File: src/rtl/dfp_pkg.sv
package dfp_pkg;

  // ----------------------------------------------------------------------
  // clock and timing
  // ----------------------------------------------------------------------
  localparam int unsigned NCH           = 2;
  localparam int unsigned CLK_PERIOD_NS = 4;
  localparam int unsigned NS_PER_US     = 1000;
  localparam int unsigned NS_PER_MS     = 1000000;
  localparam int unsigned BLANK_TIME_NS = 3000;
  localparam int unsigned FILT_TIME_NS  = 1000;
  localparam int unsigned MIN_RESP_NS   = 4000;
  localparam int unsigned BLOCK_TIME_US = 100;
  localparam int unsigned RET_SC_MS     = 10;
  localparam int unsigned RET_UVS_MS    = 20;
  localparam int unsigned RET_UVP_MS    = 40;
  localparam int unsigned RET_OTH_MS    = 80;

  // least times round up to whole cycles
  localparam int unsigned BLANK_CYC =
    (BLANK_TIME_NS + CLK_PERIOD_NS - 1) / CLK_PERIOD_NS;
  localparam int unsigned FILT_CYC =
    (FILT_TIME_NS + CLK_PERIOD_NS - 1) / CLK_PERIOD_NS;
  localparam int unsigned MIN_RESP_CYC =
    (MIN_RESP_NS + CLK_PERIOD_NS - 1) / CLK_PERIOD_NS;
  localparam int unsigned BLOCK_CYC_DEF =
    BLOCK_TIME_US * NS_PER_US / CLK_PERIOD_NS;
  localparam int unsigned RET_SC_CYC_DEF  =
    RET_SC_MS * NS_PER_MS / CLK_PERIOD_NS;
  localparam int unsigned RET_UVS_CYC_DEF =
    RET_UVS_MS * NS_PER_MS / CLK_PERIOD_NS;
  localparam int unsigned RET_UVP_CYC_DEF =
    RET_UVP_MS * NS_PER_MS / CLK_PERIOD_NS;
  localparam int unsigned RET_OTH_CYC_DEF =
    RET_OTH_MS * NS_PER_MS / CLK_PERIOD_NS;

  // ----------------------------------------------------------------------
  // counter widths and terminal counts
  // ----------------------------------------------------------------------
  localparam int unsigned TMR_W  = 24;
  localparam int unsigned FILT_W = 8;
  localparam int unsigned RESP_W = 10;
  localparam int unsigned RPT_W  = 25;
  localparam logic [TMR_W-1:0]  BLANK_LAST = TMR_W'(BLANK_CYC - 1);
  localparam logic [FILT_W-1:0] FILT_LAST  = FILT_W'(FILT_CYC - 1);

  // ----------------------------------------------------------------------
  // types
  // ----------------------------------------------------------------------
  typedef enum logic [1:0] {
    DFP_OFF   = 2'h0,
    DFP_BLANK = 2'h1,
    DFP_SENSE = 2'h3,
    DFP_SHUT  = 2'h2
  } dfp_mode_t;

  typedef enum logic [1:0] {
    DFP_K_SC  = 2'h0,
    DFP_K_UVS = 2'h1,
    DFP_K_UVP = 2'h2,
    DFP_K_OTH = 2'h3
  } dfp_kind_t;

  typedef struct packed {
    dfp_mode_t         mode;
    logic [TMR_W-1:0]  tmr;
    logic [FILT_W-1:0] filt;
    logic [RESP_W-1:0] resp;
    logic [3:0]        pend;
    logic              busy;
    dfp_kind_t         kind;
    logic [RPT_W-1:0]  rpt;
    logic              gate_on;
    logic              soft_off;
    logic              clamp;
    logic              fault_n;
  } dfp_chan_t;

  typedef struct packed {
    logic [NCH-1:0] cmd_m, cmd_s, dsat_m, dsat_s;
    logic [NCH-1:0] uvs_m, uvs_s, uvs_p, oth_m, oth_s, oth_p;
    logic           uvp_m, uvp_s, uvp_p;
    dfp_chan_t [NCH-1:0] ch;
  } dfp_state_t;

  // ----------------------------------------------------------------------
  // values after reset
  // ----------------------------------------------------------------------
  localparam dfp_chan_t DFP_CHAN_RST = '{
    mode: DFP_OFF, kind: DFP_K_SC, clamp: 1'b1, fault_n: 1'b1, default: '0};
  localparam dfp_state_t DFP_STATE_RST = '{
    ch: '{DFP_CHAN_RST, DFP_CHAN_RST}, default: '0};

endpackage : dfp_pkg

File: src/rtl/dfp_core.sv
`timescale 1ns/1ps

// What this block does
// - each of the two channels has its own detection and shutdown path.
// - a confirmed short switches that channel off, and reports at once if no report pulse is already running.
// - after a short shutdown the command is ignored for a blocking time.
// - detection is masked for about 3 us after every turn-on.
// - a short needs the desat comparator high for about 1 us unbroken.
// - filtering starts only once both blanking and threshold are past.
// - the response from turn-on to shutdown is never under 4 us.
// - while commanded off, the collector sense pin is clamped to the rail.
// - a desaturation fault turns the gate off through the gradual path.
// - ordinary turn-off never uses the gradual path.
// - fault type is the low pulse length: 10, 20, 40 or 80 ms.
// - primary undervoltage holds both channels off and flags both.
// - secondary undervoltage blocks and flags its own channel.
// - status outputs release by themselves once undervoltage clears.
module dfp_core #(
  parameter int unsigned BLOCK_CYC   = dfp_pkg::BLOCK_CYC_DEF,
  parameter int unsigned RET_SC_CYC  = dfp_pkg::RET_SC_CYC_DEF,
  parameter int unsigned RET_UVS_CYC = dfp_pkg::RET_UVS_CYC_DEF,
  parameter int unsigned RET_UVP_CYC = dfp_pkg::RET_UVP_CYC_DEF,
  parameter int unsigned RET_OTH_CYC = dfp_pkg::RET_OTH_CYC_DEF
) (
  // clock and reset
  input  wire logic                    clk_i,
  input  wire logic                    srst_i,
  // host commands, asynchronous
  input  wire logic [dfp_pkg::NCH-1:0] cmd_i,
  // analog monitors, asynchronous
  input  wire logic [dfp_pkg::NCH-1:0] desat_i,
  input  wire logic                    uv_pri_i,
  input  wire logic [dfp_pkg::NCH-1:0] uv_sec_i,
  input  wire logic [dfp_pkg::NCH-1:0] other_fault_i,
  // gate stage controls
  input  wire logic                    unused_tie_i,
  output logic      [dfp_pkg::NCH-1:0] gate_on_o,
  output logic      [dfp_pkg::NCH-1:0] gradual_turn_off_o,
  output logic      [dfp_pkg::NCH-1:0] collector_clamp_o,
  // fault status to host, low while reporting
  output logic      [dfp_pkg::NCH-1:0] fault_status_output_n_o
);
  import dfp_pkg::*;

  localparam logic [TMR_W-1:0] BLOCK_LAST = TMR_W'(BLOCK_CYC - 1);

  dfp_state_t s_q;
  dfp_state_t s_d;

  // ----------------------------------------------------------------------
  // decoders
  // ----------------------------------------------------------------------
  // lowest index wins: short, secondary, primary, other
  function automatic dfp_kind_t dfp_pick(input logic [3:0] p);
    dfp_pick = DFP_K_OTH;
    for (int i = 3; i >= 0; i--) begin
      if (p[i]) begin
        dfp_pick = dfp_kind_t'(i[1:0]);
      end
    end
  endfunction : dfp_pick

  function automatic logic [RPT_W-1:0] dfp_ret_last(input dfp_kind_t k);
    unique case (k)
      DFP_K_SC:  dfp_ret_last = RPT_W'(RET_SC_CYC - 1);
      DFP_K_UVS: dfp_ret_last = RPT_W'(RET_UVS_CYC - 1);
      DFP_K_UVP: dfp_ret_last = RPT_W'(RET_UVP_CYC - 1);
      DFP_K_OTH: dfp_ret_last = RPT_W'(RET_OTH_CYC - 1);
    endcase
  endfunction : dfp_ret_last

  // ----------------------------------------------------------------------
  // next state
  // ----------------------------------------------------------------------
  always_comb begin
    dfp_chan_t  n;
    logic       cmd;
    logic       ds;
    logic       blk;
    logic       hold;
    logic [3:0] ev;
    dfp_kind_t  k;
    n   = DFP_CHAN_RST;
    cmd = 1'b0;
    ds  = 1'b0;
    blk = 1'b0;
    hold = 1'b0;
    ev  = 4'h0;
    k   = DFP_K_SC;
    s_d = s_q;
    // two-stage synchronisers, edge history from the second stage only
    s_d.cmd_m  = cmd_i;
    s_d.cmd_s  = s_q.cmd_m;
    s_d.dsat_m = desat_i;
    s_d.dsat_s = s_q.dsat_m;
    s_d.uvs_m  = uv_sec_i;
    s_d.uvs_s  = s_q.uvs_m;
    s_d.uvs_p  = s_q.uvs_s;
    s_d.oth_m  = other_fault_i;
    s_d.oth_s  = s_q.oth_m;
    s_d.oth_p  = s_q.oth_s;
    s_d.uvp_m  = uv_pri_i;
    s_d.uvp_s  = s_q.uvp_m;
    s_d.uvp_p  = s_q.uvp_s;
    for (int c = 0; c < NCH; c++) begin
      n   = s_q.ch[c];
      cmd = s_q.cmd_s[c];
      ds  = s_q.dsat_s[c];
      blk = s_q.uvp_s | s_q.uvs_s[c];
      ev  = 4'h0;
      unique case (n.mode)
        DFP_OFF: begin
          n.tmr  = '0;
          n.filt = '0;
          if (cmd && !blk) begin
            n.mode = DFP_BLANK;
          end
        end
        DFP_BLANK: begin
          if (!cmd || blk) begin
            n.mode = DFP_OFF;
            n.tmr  = '0;
          end else if (n.tmr == BLANK_LAST) begin
            n.mode = DFP_SENSE;
            n.tmr  = '0;
          end else begin
            n.tmr = n.tmr + 1'b1;
          end
        end
        DFP_SENSE: begin
          if (!cmd || blk) begin
            n.mode = DFP_OFF;
            n.filt = '0;
          end else if (!ds) begin
            n.filt = '0;
          end else if (n.filt == FILT_LAST) begin
            n.mode    = DFP_SHUT;
            n.filt    = '0;
            ev[DFP_K_SC] = 1'b1;
          end else begin
            n.filt = n.filt + 1'b1;
          end
        end
        DFP_SHUT: begin
          if (n.tmr == BLOCK_LAST) begin
            n.mode = DFP_OFF;
            n.tmr  = '0;
          end else begin
            n.tmr = n.tmr + 1'b1;
          end
        end
      endcase
      // response age since turn-on, saturating; read by checks
      if (s_q.ch[c].mode == DFP_OFF) begin
        n.resp = '0;
      end else if (n.resp != '1) begin
        n.resp = n.resp + 1'b1;
      end
      // only a short selects the gradual path
      n.gate_on  = (n.mode == DFP_BLANK) || (n.mode == DFP_SENSE);
      n.soft_off = (n.mode == DFP_SHUT);
      n.clamp    = !n.gate_on;
      // fault events on rising edges
      ev[DFP_K_UVS] = s_q.uvs_s[c] & ~s_q.uvs_p[c];
      ev[DFP_K_UVP] = s_q.uvp_s & ~s_q.uvp_p;
      ev[DFP_K_OTH] = s_q.oth_s[c] & ~s_q.oth_p[c];
      if (n.busy) begin
        if (n.rpt == '0) begin
          n.busy = 1'b0;
        end else begin
          n.rpt = n.rpt - 1'b1;
        end
      end else if (|n.pend) begin
        k      = dfp_pick(n.pend);
        n.busy = 1'b1;
        n.kind = k;
        n.rpt  = dfp_ret_last(k);
        n.pend[k] = 1'b0;
      end
      // a new event is kept even if its bit is being consumed
      n.pend = n.pend | ev;
      // undervoltage holds low only while present
      // hold lags one stage so a short dip keeps the plain report length
      hold = s_q.uvp_p | s_q.uvs_p[c];
      n.fault_n = !(n.busy || hold);
      s_d.ch[c] = n;
    end
  end

  // ----------------------------------------------------------------------
  // state register
  // ----------------------------------------------------------------------
  always_ff @(posedge clk_i) begin
    if (srst_i) begin
      s_q <= DFP_STATE_RST;
    end else begin
      s_q <= s_d;
    end
  end

  // ----------------------------------------------------------------------
  // outputs
  // ----------------------------------------------------------------------
  for (genvar c = 0; c < NCH; c++) begin : g_out
    assign gate_on_o[c]               = s_q.ch[c].gate_on;
    assign gradual_turn_off_o[c]      = s_q.ch[c].soft_off;
    assign collector_clamp_o[c]       = s_q.ch[c].clamp;
    assign fault_status_output_n_o[c] = s_q.ch[c].fault_n;
  end

  for (genvar c = 0; c < NCH; c++) begin : g_chk

  end
endmodule : dfp_core

File: config.mk
export PLATFORM = sky130hd
export DESIGN_NAME = dfp_core
export DESIGN_NICKNAME = d
export VERILOG_FILES = /design/src/rtl/dfp_pkg.sv /design/src/rtl/dfp_core.sv
export SDC_FILE = /design/constraint.sdc
export NUM_CORES = 1
export LEC_CHECK = 0
export ABC_AREA = 1
export BUFFER_PORTS_ARGS = -buffer_cell sky130_fd_sc_hd__buf_4
export CAP_MARGIN = 20
export CORE_MARGIN = 10
export CORE_UTILIZATION = 40
export CTS_BUF_LIST = sky130_fd_sc_hd__clkbuf_16
export CTS_CLUSTER_SIZE = 20
export DETAILED_ROUTE_END_ITERATION = 8
export PLACE_DENSITY_LB_ADDON = 0.3
export SETUP_SLACK_MARGIN = 0.5
export SKIP_LAST_GASP = 1
export SLEW_MARGIN = 20
export SYNTH_ARGS = -nofsm -noshare
export SYNTH_HDL_FRONTEND = slang
export SYNTH_SLANG_ARGS = --single-unit
File: constraint.sdc
create_clock -name clk_i -period 4.25 [get_ports clk_i]
set_clock_uncertainty 0.15 [all_clocks]
set_input_delay 0.6375 -clock clk_i [delete_from_list [all_inputs] [get_ports clk_i]]
set_output_delay 0.6375 -clock clk_i [all_outputs]
set_load 0.005 [all_outputs]
# After elaboration in Yosys (flattened, before gate mapping)
# Cells that the tools add are included.
[op_classes]
n_lt_le_gt_ge = 4
div_mod_pow = 0
bitwise = 22
eq_ne = 26
n_addsub = 6
mux = 66
n_shift = 0
n_reduce_logical = 36
n_mul = 0
[ops]
columns = ["cell", "count"]
rows = [
  ["25-bit one-hot mux with 4 select lines", 2],
  ["24-bit one-hot mux with 3 select lines", 2],
  ["25-bit two-way mux", 4],
  ["24-bit two-way mux", 4],
  ["32-bit two-way mux", 2],
  ["26-bit two-way mux", 2],
  ["25-bit zero test", 2],
  ["25-bit by 1-bit subtractor with 25-bit output (second input constant)", 2],
  ["24-bit by 1-bit adder with 24-bit output (second input constant)", 2],
  ["24-bit by 10-bit equality test with 1-bit output (second input constant)", 2],
  ["24-bit by 15-bit equality test with 1-bit output (second input constant)", 2],
  ["8-bit two-way mux", 6],
  ["2-bit two-way mux", 20],
  ["8-bit one-hot mux with 2 select lines", 2],
  ["2-bit equality test (second input constant)", 12],
  ["8-bit by 1-bit adder with 8-bit output (second input constant)", 2],
  ["8-bit equality test (second input constant)", 2],
  ["1-bit two-way mux", 16],
  ["2-bit one-hot mux with 4 select lines", 2],
  ["2-bit by 1-bit equality test with 1-bit output (second input constant)", 6],
  ["4-bit bitwise AND", 2],
  ["1-bit zero test", 8],
  ["2-bit zero test", 4],
  ["4-bit two-way mux", 2],
  ["15 further kinds", 50],
]
[totals]
elab_cells = 195
reg_bits = 163
out_inout_bits = 8
mem_bits_ro = 0
memories = 0
in_bits = 12
ram_bits = 0
latchBits = 0

# Longest topological paths before layout
# Gate-level depths: netlist (run 1).
[logic_depth]
word_depth = 15
depth_mapped = 14
ltp_nobuf = 12

# Worst setup path before layout (run 1)
# Ideal clock, no wire load.
[synth_timing]
kind = "register to register"
startpoint = "register s_q[158] in the netlist's numbering"
endpoint = "register s_q[154] in the netlist's numbering"
stages_incl_launch_ff = 8
setup_slack_ns = 2.364
required_ns = 4.030
setup_ns = 0.070
period_less_slack_ns = 1.886
arrival_ns = 1.666
n_path_buf = 1
cell_sequence = "dfxtp_1 -> inv_1 -> ha_1 -> inv_1 -> nor2_1 -> clkbuf_1 -> nand4_1 -> a21oi_1"
[synth_via]
elab_chain_cells = 2
word_cells_on_any_way = 5
classes_between = "eq/ne (2); mux (1); reduce/logical (2)"
[synth_lines]
columns = ["item", "line_no", "text"]
rows = [
  ["from (decl)", "dfp_core.sv:47", "dfp_state_t s_q;"],
  ["from (signal assigned)", "dfp_core.sv:195", "s_q <= DFP_STATE_RST;"],
  ["from (signal assigned)", "dfp_core.sv:197", "s_q <= s_d;"],
  ["2-bit equality test, or another cell as far along", "dfp_core.sv:111", "unique case (n.mode)"],
  ["24-bit one-hot mux with 3 select lines or 3-bit nonzero test (tied branches)", "n/a", ""],
]
# Parallel ways exist; a longest one is shown, timed or not.
# A chain may end at the register's enable or synchronous reset.

# Final worst setup path (run 1)
[layout_timing]
startpoint = "register s_q[54] in the netlist's numbering"
endpoint = "register s_q[60] in the netlist's numbering"
[layout_via]
elab_chain_cells = 4
word_cells_on_any_way = 7
classes_between = "add/sub (1); eq/ne (2); mux (4)"
[layout_lines]
columns = ["item", "line_no", "text"]
rows = [
  ["24-bit by 1-bit adder with 24-bit output or 24-bit by 10-bit equality test with 1-bit output (tied branches)", "dfp_core.sv:127, dfp_core.sv:149, dfp_core.sv:123", ""],
  ["24-bit two-way mux", "dfp_core.sv:123", "end else if (n.tmr == BLANK_LAST) begin"],
  ["26-bit two-way mux", "dfp_core.sv:120", "if (!cmd || blk) begin"],
  ["24-bit one-hot mux with 3 select lines *", "dfp_core.sv:111", ""],
]
# Every way passes the cells marked *; elsewhere a longest branch is shown, timed or not.

==> results of run 1 <==
## cells in the final DEF, fill, tap and decap left out, types with 10 or more instances in the layout
| master | count |
|---|---|
| xor2_1 | 34 |
| buf_4 | 24 |
| inv_1 | 152 |
| nand3b_1 | 10 |
| o21ai_0 | 61 |
| nand3_1 | 103 |
| nand4_1 | 44 |
| clkbuf_16 | 17 |
| ha_1 | 30 |
| inv_2 | 13 |
| nor3_1 | 12 |
| nand2_1 | 313 |
| dfxtp_1 | 158 |
| o21ai_1 | 12 |
| nor2_1 | 219 |
| xnor2_1 | 11 |
| a21oi_1 | 103 |
## power by group
part	internal, mW	leakage [nW]	switching, mW	total (mW)
Sequential	1.58	1.29	0.0918	1.67
Combinational	0.283	2.58	0.581	0.864
Clock	1.04	0.312	0.646	1.69
Total	2.90	4.18	1.32	4.22
## per-layer routing
layer,GRT usage (%),part of all wire [%],vias up
met5,0,0,-
met4,5.52,1.8,0
met3,2.60,4.2,25
met2,24.8,45,188
met1,20.4,49,3853
li1,-,-,4443
## cell type report
type                    instances  share of cell area [%]
clock buffers                  17                    4.24
clock inverters                14                    2.16
inverters                     168                    6.29
multi-input cells            1013                    50.4
flip-flops and latches        158                    31.5
well taps                     285                    3.56
repair buffers                 24                    1.80
## worst min path at each step
stage                   startpoint                  end  slack (ns)  depth (start not counted)
4_1_cts           other_fault_i[1]  s_d[166]$_SDFF_PP0_        0.24                          3
3_5_place_dp   s_d[171]$_SDFF_PP0_  s_d[169]$_SDFF_PP0_        0.24                          2
3_3_place_gp   s_d[165]$_SDFF_PP0_  s_d[163]$_SDFF_PP0_        0.24                          2
5_1_grt                uv_sec_i[1]  s_d[172]$_SDFF_PP0_        0.26                          3
6_report       s_d[171]$_SDFF_PP0_  s_d[169]$_SDFF_PP0_        0.25                          2
2_1_floorplan  s_d[161]$_SDFF_PP0_  s_d[160]$_SDFF_PP0_        0.24                          2
## sequential cells by signal, summed over array words and instances, names as in the netlist
register / count
gradual_turn_off_o: 2
fault_status_output_n_o: 2
collector_clamp_o: 2
gate_on_o: 1
s_d: 14
s_q: 137
## cell families after synthesis
group / count (synthesis) / share of synthesized area, %
flops: 158 / 34.8
simple gates: 737 / 35.1
fa+ha+maj: 30 / 4.13
compound gates: 201 / 12.0
buf+inv: 215 / 9.68
xor+xnor: 45 / 4.33
## tightest hold or removal path: cells and delay by family (launching register included)
family                 cells  cell delay [ns]
flip-flops                 1             0.29
buffers and inverters      1             0.04
AND/OR/NAND/NOR            1             0.03
## metrics by stage
step	power [mW]	std cells	area (um^2)	hold WS, ns
after global routing	4.47	1679	10000	0.262
final	4.22	1679	10000	0.252
after detailed placement	2.56	1648	9390	0.244
after global placement	2.55	1648	9390	0.245
after CTS	4.25	1679	10000	0.243
after floorplan	2.37	1386	9100	0.238
## cells in the mapped netlist, drive strengths merged
cell type    n  area [um^2]
nand2      322         1250
nor2       230          915
inv        164          616
dfxtp      158         3160
a21oi      104          524
nand3      103          515
o21ai       75          383
nand4       44          275
xor2        34          298
ha          30          375
buf         24          164
clkbuf      23         86.3
nor3        14         80.1
xnor2       11         96.3
nand3b      10         75.1
or2          6         37.5
a211oi       5         37.5
clkinv       4         15.0
o211ai       4         30.0
and3         3         18.8
o21bai       3         22.5
a21o         2         15.0
and2         2         12.5
nor4         2         12.5
o31ai        2         25.0
o32ai        2         17.5
a21boi       1         7.51
a22o         1         8.76
a31oi        1         6.26
nor3b        1         7.51
o22ai        1         12.5
==> results.sh, run 1 <==
export IMPL_status="completed"
export IMPL_setup_violations=0
export IMPL_preCtsSetupSlack_ns=1.65
export IMPL_critPathTopFamily="simple AND/OR/NAND/NOR gates"
export IMPL_wl_um=21800
export IMPL_regArea_um2=3160
export IMPL_grt_max_degree=42
export IMPL_slew_viol_final=0
export IMPL_worstSetupStartpointType="flip-flop"
export IMPL_p_per_area_nw_per_um2=421
export IMPL_ant_nets=0
export IMPL_r2r_start="s_q[54]$_SDFFE_PP0P_"
export IMPL_core_area_um2=22500
export IMPL_synth_seq_cells=158
export IMPL_gp_congestion=0.898
export IMPL_grt_overflow_total=0
export IMPL_synth_cell_type_count=44
export IMPL_hold_path_class="reg2reg"
export IMPL_fin_tns_setup_ns=0
export IMPL_nets=1424
export IMPL_initial_core_util_pct=40.4
export IMPL_hold_violations=0
export IMPL_cpPeakStageDelay_ns=0.47
export IMPL_clk_path_buf_depth=2
export IMPL_cts_tree="built"
export IMPL_multi_input_area_um2=5050
export IMPL_cp_common_cell="nand2_1"
export IMPL_syn_area_per_cell_um2=6.56
export IMPL_dieArea_um2=29200
export IMPL_area_growth_pct=10.2
export IMPL_clk_latency_ns=0.44
export IMPL_vias=8509
export IMPL_clk_pin_slew_worst_paths_ns=0.06
export IMPL_crit_path_start="s_q[54]$_SDFFE_PP0P_"
export IMPL_die_height_um=171
export IMPL_cts_root_buf="clkbuf_16"
export IMPL_track_usage_pct=15.4
export IMPL_r2r_end="s_q[60]$_SDFFE_PP0P_"
export IMPL_grt_pass1_wl_um=37800
export IMPL_cp_required_ns=4.42
export IMPL_maxSlewHeadroom_pct=31.1
export IMPL_synth_warnings=0
export IMPL_rsz0062_at_grt="false"
export IMPL_htreeDepth=4
export IMPL_max_vdd_ir_drop_uv=251
export IMPL_wire_per_inst_um=13.0
export IMPL_antenna_found_initial=0
export IMPL_cap_violations=0
export IMPL_cp_depth=12
export IMPL_crit_type="reg2reg"
export IMPL_ios=20
export IMPL_path_buf_inv=2
export IMPL_clock_sinks=158
export IMPL_viasPerCell=5.07
export IMPL_post_route_cells_drive_above_1_share_pct=7.25
export IMPL_post_cts_setup_buffer_count=0
export IMPL_synth_cell_area_um2=9100
export IMPL_synth_cells=1386
export IMPL_worst_path_max_delay_cell="nand2_1"
export IMPL_numCtsBuffers=17
export IMPL_crit_chain="ha_1, nand2_1, inv_1, nand2_1, nor2_1, nand3_1, nand2_1, nand2_1, nand2_2, o21ai_1, inv_1, nor2_1"
export IMPL_fin_util_pct=44.6
export IMPL_layout_min_cycle_time_ns=2.58
export IMPL_p_leak_nw=4.18
export IMPL_num_rows=55
export IMPL_r2r_cells=12
export IMPL_worst_setup_path_end_kind="flip-flop"
export IMPL_die_w_um=171
export IMPL_io_buffers=18
export IMPL_nFillCells=2375
export IMPL_drt_pass1_iter_count=5
export IMPL_synth_nets=1428
export IMPL_grt_pass1_vias=8048
export IMPL_critPathArrivalTime_ns=2.74
export IMPL_hpwl_um=15400
export IMPL_fmax_ghz=0.388
export IMPL_ctsResizeCount=0
export IMPL_worst_slack_ns=1.67
export IMPL_tightest_slew_ns=1.03
export IMPL_drc=0
export IMPL_drt_iter0_markers=546
export IMPL_crit_end="s_q[60]$_SDFFE_PP0P_"
export IMPL_r2r_slack_ns=1.67
export IMPL_cp_max_fo=20
export IMPL_fin_crit_sh_pct=60.6
export IMPL_antennaDiodeCount=0
export IMPL_hold_buffers=0
export IMPL_synth_seq_area_share_pct=34.8
Note: power is estimated with default switching activity, not from simulation.
==> inputs of run 2 (changes only) <==
Settings changed: ABC_AREA 1 to 0.
Clock period 4.25 ns to 2.2 ns, I/O delays scaled along.
==> results.sh, run 2 <==
export IMPL_io_buffers=18
export IMPL_fin_hold_ws_ns=0.0434
export IMPL_hold_violations=0
export IMPL_layout_min_cycle_time_ns=2.21
export IMPL_viasPerCell=5.61
export IMPL_largest_register_ffs=137
export IMPL_crit_path_start="s_q[7]$_SDFFE_PP0P_"
export IMPL_ys_top_cells_by_count="dfxtp_1 (158), nor2_1 (92), nand2_1 (91), a21oi_1 (67), nand3_1 (53)"
export IMPL_p_leak_nw=4.57
export IMPL_drc=0
export IMPL_grt_overflow_total=0
export IMPL_final_common_cell="buf_4"
export IMPL_r2r_start="s_q[7]$_SDFFE_PP0P_"
export IMPL_cts_root_buf="clkbuf_16"
export IMPL_fin_util_pct=59.7
export IMPL_yosysTopAreaCell="dfxtp_1"
export IMPL_fmax_ghz=0.453
export IMPL_cts_tree="built"
export IMPL_num_rows=52
export IMPL_top_register="s_q"
export IMPL_nets=1235
export IMPL_synth_warnings=0
export IMPL_synth_seq_cells=158
export IMPL_wl_um=23600
export IMPL_placedCellCount=1369
export IMPL_worst_slack_ns=-0.00612
export IMPL_antenna_found_initial=0
export IMPL_drt_iter0_markers=556
export IMPL_p_switching_mw=2.69
export IMPL_p_total_mw=8.61
export IMPL_violations="negative setup slack"
export IMPL_htreeDepth=4
export IMPL_hpwl_um=15000
export IMPL_wire_per_inst_um=16.0
export IMPL_clk_path_buf_depth=2
export IMPL_die_w_um=162
export IMPL_yosysMostFrequentCell="dfxtp_1"
export IMPL_max_vdd_ir_drop_uv=481
export IMPL_most_common_layout_cells="buf_4 (172), dfxtp_1 (120), nand2_1 (74), nor2_1 (69), buf_6 (51)"
export IMPL_worstSetupStartpointType="flip-flop"
export IMPL_post_route_cells_drive_above_1_share_pct=41.6
export IMPL_synth_cells=994
export IMPL_p_int_mw=5.92
export IMPL_crit_type="reg2reg"
export IMPL_ys_flop_type="dfxtp_1"
export IMPL_sw_frac_of_total_pct=31.3
export IMPL_core_area_um2=20100
export IMPL_die_height_um=162
export IMPL_critPathArrivalTime_ns=2.41
export IMPL_ys_top_cells_by_area="dfxtp_1 (39%), ha_1 (4.6%), nor2_1 (4.3%)"
export IMPL_setup_violations=2
export IMPL_tightest_slew_ns=1.02
export IMPL_slew_viol_final=0
export IMPL_p_per_area_nw_per_um2=717
export IMPL_hold_path_class="in2reg"
export IMPL_synth_seq_area_share_pct=39.0
export IMPL_status="finished with violations"
export IMPL_cp_required_ns=2.41
export IMPL_synth_cell_type_count=81
export IMPL_gp_congestion=0.887
export IMPL_power_frac_comb_pct=29.6
export IMPL_grt_pass1_wl_um=37700
export IMPL_synth_edff_count=0
export IMPL_grt_pass1_vias=7772
export IMPL_clk_latency_ns=0.43
export IMPL_min_from="cmd_i[1]"
export IMPL_dieArea_um2=26400
export IMPL_synth_top_area_share_pct=39.0
export IMPL_fin_crit_sh_pct=100
export IMPL_synth_nets=1036
export IMPL_seqPwrFrac_pct=36.9
export IMPL_async_flop_share_pct=0
export IMPL_grt_max_degree=63
export IMPL_synth_cell_area_um2=8110
export IMPL_vias=8274
export IMPL_numCtsBuffers=17
export IMPL_maxSlewHeadroom_pct=31.5
export IMPL_finalNonFillerCells=1476
export IMPL_clock_sinks=158
export IMPL_cp_max_fo=5
export IMPL_clk_pin_slew_worst_paths_ns=0.06
export IMPL_syn_area_per_cell_um2=8.16
export IMPL_place_area_um2=9770
export IMPL_drt_pass1_iter_count=5
export IMPL_area_growth_pct=47.9
export IMPL_worst_setup_path_end_kind="flip-flop"
export IMPL_clkPwrFrac_pct=33.5
export IMPL_ios=20
export IMPL_ant_nets=0
export IMPL_rsz0062_at_grt="true"
export IMPL_initial_core_util_pct=40.4
export IMPL_antennaDiodeCount=0
export IMPL_cap_violations=0
export IMPL_nFillCells=1657
export IMPL_design_area_um2=12000
export IMPL_track_usage_pct=17.0
run 2: changes by cell type after synthesis, sizes merged, moves of 33 or more:
cell,previous run,this run
nand4,44,11
nand2,322,92
nand3,103,53
inv,164,39
a21oi,104,68
nor2,230,92
a31oi,1,49
run 2: critical path, stage by stage (launching register included):
cell and delay (ns):
dfxtp_2 0.32, or4_4 0.59, nor3b_4 0.31, nand2_2 0.11
or4_1 0.40, a21o_1 0.17, a21oi_2 0.10
run 2: layout make-up:
class                   count  area [um^2]  area share, %
multi-input cells         746         5770           48.0
flip-flops and latches    158         3230           26.9
repair buffers            230         1940           16.1
clock buffers              17          425           3.54
well taps                 270          338           2.81
inverters                  40          159           1.32
clock inverters            15          149           1.24
run 2: what timing repair did:
action                                  4_1_cts  5_1_grt
resized for setup                           155      113
pin swaps                                    97       65
hold buffers                                  5        0
endpoints found under the setup margin      126      128
setup buffers                                43       21
gates cloned                                  5        1
endpoints found under the hold margin         5        0
run 2: stage by stage:
step / TNS [ns] / setup WS [ns]
detailed placement: -1.04 / -0.129
finish: -0.00920 / -0.00612
floorplan: -0.0411 / -0.0411
global route: -1.60 / -0.118
global placement: -0.586 / -0.0740
CTS: -0.00572 / -0.00223
run 2: path summary, 6_finish.rpt:
check | slack (ns) | to | cells past startpoint
worst max-delay path | -0.006 | s_q[18]$_SDFFE_PP0P_ | 6
worst min register to register | 0.29 | s_q[179]$_SDFF_PP0_ | 1
worst min-delay path | 0.04 | s_d[180]$_SDFF_PP0_ | 2
worst max register to register | -0.006 | s_q[18]$_SDFFE_PP0P_ | 6
run 2: cells by family after synthesis:
group | Yosys count | share of synthesized area (%)
AND/OR/NAND/NOR | 416 | 26.5
AO/OA/AOI/OAI | 268 | 21.6
flip-flops | 158 | 39.0
buffers and inverters | 92 | 4.92
adder cells (fa/ha/maj) | 30 | 4.63
XOR/XNOR | 27 | 2.91
multiplexers | 3 | 0.386
run 2: metal layers:
metal,up-vias,GRT usage (%),wire length [um]
met5,-,0,0
met1,3938,21.2,10200
met3,44,3.36,1300
li1,4023,-,-
met4,0,6.58,561
met2,269,28.4,11500
run 2: power by group through the flow:
stage / Combinational, mW / Sequential (mW) / Clock [mW]
2_1_floorplan: 1.19 / 3.21 / 0
3_3_place_gp: 1.77 / 3.22 / 0
3_5_place_dp: 1.79 / 3.23 / 0
4_1_cts: 2.20 / 3.16 / 2.95
5_1_grt: 2.72 / 3.20 / 3.07
6_report: 2.55 / 3.18 / 2.88
==> inputs of run 3 (changes only) <==
Settings changed: RECOVER_POWER set to 25.
==> results.sh, run 3 (synthesis results as in run 2) <==
export IMPL_most_common_layout_cells="buf_4 (171), dfxtp_1 (120), nand2_1 (74), nor2_1 (69), buf_6 (51)"
export IMPL_fin_util_pct=59.7
export IMPL_grt_pass1_vias=7772
export IMPL_grt_pass1_wl_um=37700
export IMPL_cts_root_buf="clkbuf_16"
export IMPL_crit_chain="or4_4, nor3b_4, buf_4, and2_4, nand2_2, mux2i_1, o22ai_1"
export IMPL_grt_max_degree=63
export IMPL_p_switching_mw=2.69
export IMPL_hold_path_class="in2reg"
export IMPL_ios=20
export IMPL_clkPwrFrac_pct=33.5
export IMPL_drc=0
export IMPL_numCtsBuffers=17
export IMPL_wl_um=23600
export IMPL_clk_latency_ns=0.43
export IMPL_fmax_ghz=0.452
export IMPL_htreeDepth=4
export IMPL_core_area_um2=20100
export IMPL_p_per_area_nw_per_um2=717
export IMPL_clock_sinks=158
export IMPL_crit_end="s_q[28]$_SDFFE_PP0P_"
export IMPL_cp_required_ns=2.33
export IMPL_antenna_found_initial=0
export IMPL_tightest_slew_ns=1.09
export IMPL_largest_register_ffs=137
export IMPL_sw_frac_of_total_pct=31.3
export IMPL_slew_viol_final=0
export IMPL_io_buffers=18
export IMPL_die_height_um=162
export IMPL_critPathArrivalTime_ns=2.34
export IMPL_preCtsSetupSlack_ns=-0.129
export IMPL_fin_crit_sh_pct=101
export IMPL_p_leak_nw=4.57
export IMPL_cap_violations=0
export IMPL_r2r_start="s_q[7]$_SDFFE_PP0P_"
export IMPL_rsz0062_at_grt="true"
export IMPL_crit_type="reg2reg"
export IMPL_p_total_mw=8.61
export IMPL_top_register="s_q"
export IMPL_design_area_um2=12000
export IMPL_layout_min_cycle_time_ns=2.21
export IMPL_p_int_mw=5.92
export IMPL_grt_overflow_total=0
export IMPL_worst_slack_ns=-0.0112
export IMPL_finalNonFillerCells=1476
export IMPL_area_growth_pct=47.9
export IMPL_violations="negative setup slack"
export IMPL_place_area_um2=9770
export IMPL_placedCellCount=1369
export IMPL_r2r_slack_ns=-0.01
export IMPL_drt_iter0_markers=551
export IMPL_r2r_cells=7
export IMPL_seqPwrFrac_pct=36.9
export IMPL_cts_tree="built"
export IMPL_status="finished with violations"
export IMPL_wire_per_inst_um=16.0
export IMPL_gp_congestion=0.887
export IMPL_worstSetupStartpointType="flip-flop"
export IMPL_setup_violations=1
export IMPL_antennaDiodeCount=0
export IMPL_r2r_end="s_q[28]$_SDFFE_PP0P_"
export IMPL_dieArea_um2=26400
export IMPL_clk_pin_slew_worst_paths_ns=0.06
export IMPL_cp_max_fo=5
export IMPL_max_vdd_ir_drop_uv=481
export IMPL_track_usage_pct=17.0
export IMPL_worst_path_max_delay_cell="or4_4"
export IMPL_clk_path_buf_depth=2
export IMPL_die_w_um=162
export IMPL_fin_hold_ws_ns=0.0436
export IMPL_initial_core_util_pct=40.4
export IMPL_maxSlewHeadroom_pct=27.3
export IMPL_power_frac_comb_pct=29.6
export IMPL_vias=8288
export IMPL_crit_path_start="s_q[7]$_SDFFE_PP0P_"
export IMPL_nets=1235
export IMPL_hpwl_um=15000
export IMPL_ant_nets=0
export IMPL_worst_setup_path_end_kind="flip-flop"
export IMPL_cpPeakStageDelay_ns=0.59
export IMPL_drt_pass1_iter_count=5
export IMPL_num_rows=52
export IMPL_final_common_cell="buf_4"
export IMPL_post_route_cells_drive_above_1_share_pct=41.5
export IMPL_hold_violations=0
export IMPL_fin_tns_setup_ns=-0.0112
export IMPL_viasPerCell=5.62
## run 3: cell types whose count changed in the layout (fill, tap and decap cells not counted)
cell	previous run	this run
buf_4	172	171
clkbuf_1	0	1
## run 3: how the worst min path moves through the flow
stage / startpoint / end / slack, ns / depth (start not counted)
after detailed placement: s_d[179]$_SDFF_PP0_ / s_q[179]$_SDFF_PP0_ / 0.28 / 1
after global routing: cmd_i[1] / s_d[180]$_SDFF_PP0_ / 0.03 / 2
after floorplan: s_d[161]$_SDFF_PP0_ / s_d[160]$_SDFF_PP0_ / 0.26 / 1
after global placement: s_d[179]$_SDFF_PP0_ / s_q[179]$_SDFF_PP0_ / 0.27 / 1
after CTS: cmd_i[1] / s_d[180]$_SDFF_PP0_ / 0.04 / 2
final: cmd_i[1] / s_d[180]$_SDFF_PP0_ / 0.04 / 2
## run 3: repair_timing
item	CTS	global route
cloned	5	1
endpoints found under the hold margin	5	0
pin swaps	97	65
setup buffers	43	21
endpoints found under the setup margin	126	128
hold buffers	5	0
resized for setup	155	113
## run 3: power by group through the flow
stage	logic [mW]	clock network [mW]	registers, mW
after floorplan	1.19	0	3.21
after global placement	1.77	0	3.22
after detailed placement	1.79	0	3.23
after CTS	2.20	2.95	3.16
after global routing	2.72	3.07	3.20
final	2.55	2.88	3.18
## run 3: layout make-up
| cell class | count | area [um^2] |
|---|---|---|
| Clock inverter | 15 | 149 |
| Timing Repair Buffer | 230 | 1930 |
| Multi-Input combinational cell | 746 | 5770 |
| Clock buffer | 17 | 425 |
| Fill cell | 1657 | 8100 |
| Inverter | 40 | 159 |
| Sequential cell | 158 | 3230 |
| Tap cell | 270 | 338 |
## run 3: metal layers
layer | GRT usage (%) | vias to the layer above | routed length [um]
met4 | 6.58 | 0 | 586
li1 | - | 4029 | -
met1 | 21.2 | 3949 | 10200
met2 | 28.4 | 263 | 11600
met5 | 0 | - | 0
met3 | 3.36 | 47 | 1280
## run 3: critical path, delay by kind of cell (launching register included)
kind / cells / cell delay [ns]
AO/OA/AOI/OAI: 1 / 0.11
buffers and inverters: 1 / 0.17
multiplexers: 1 / 0.20
flip-flops: 1 / 0.32
AND/OR/NAND/NOR: 4 / 1.13
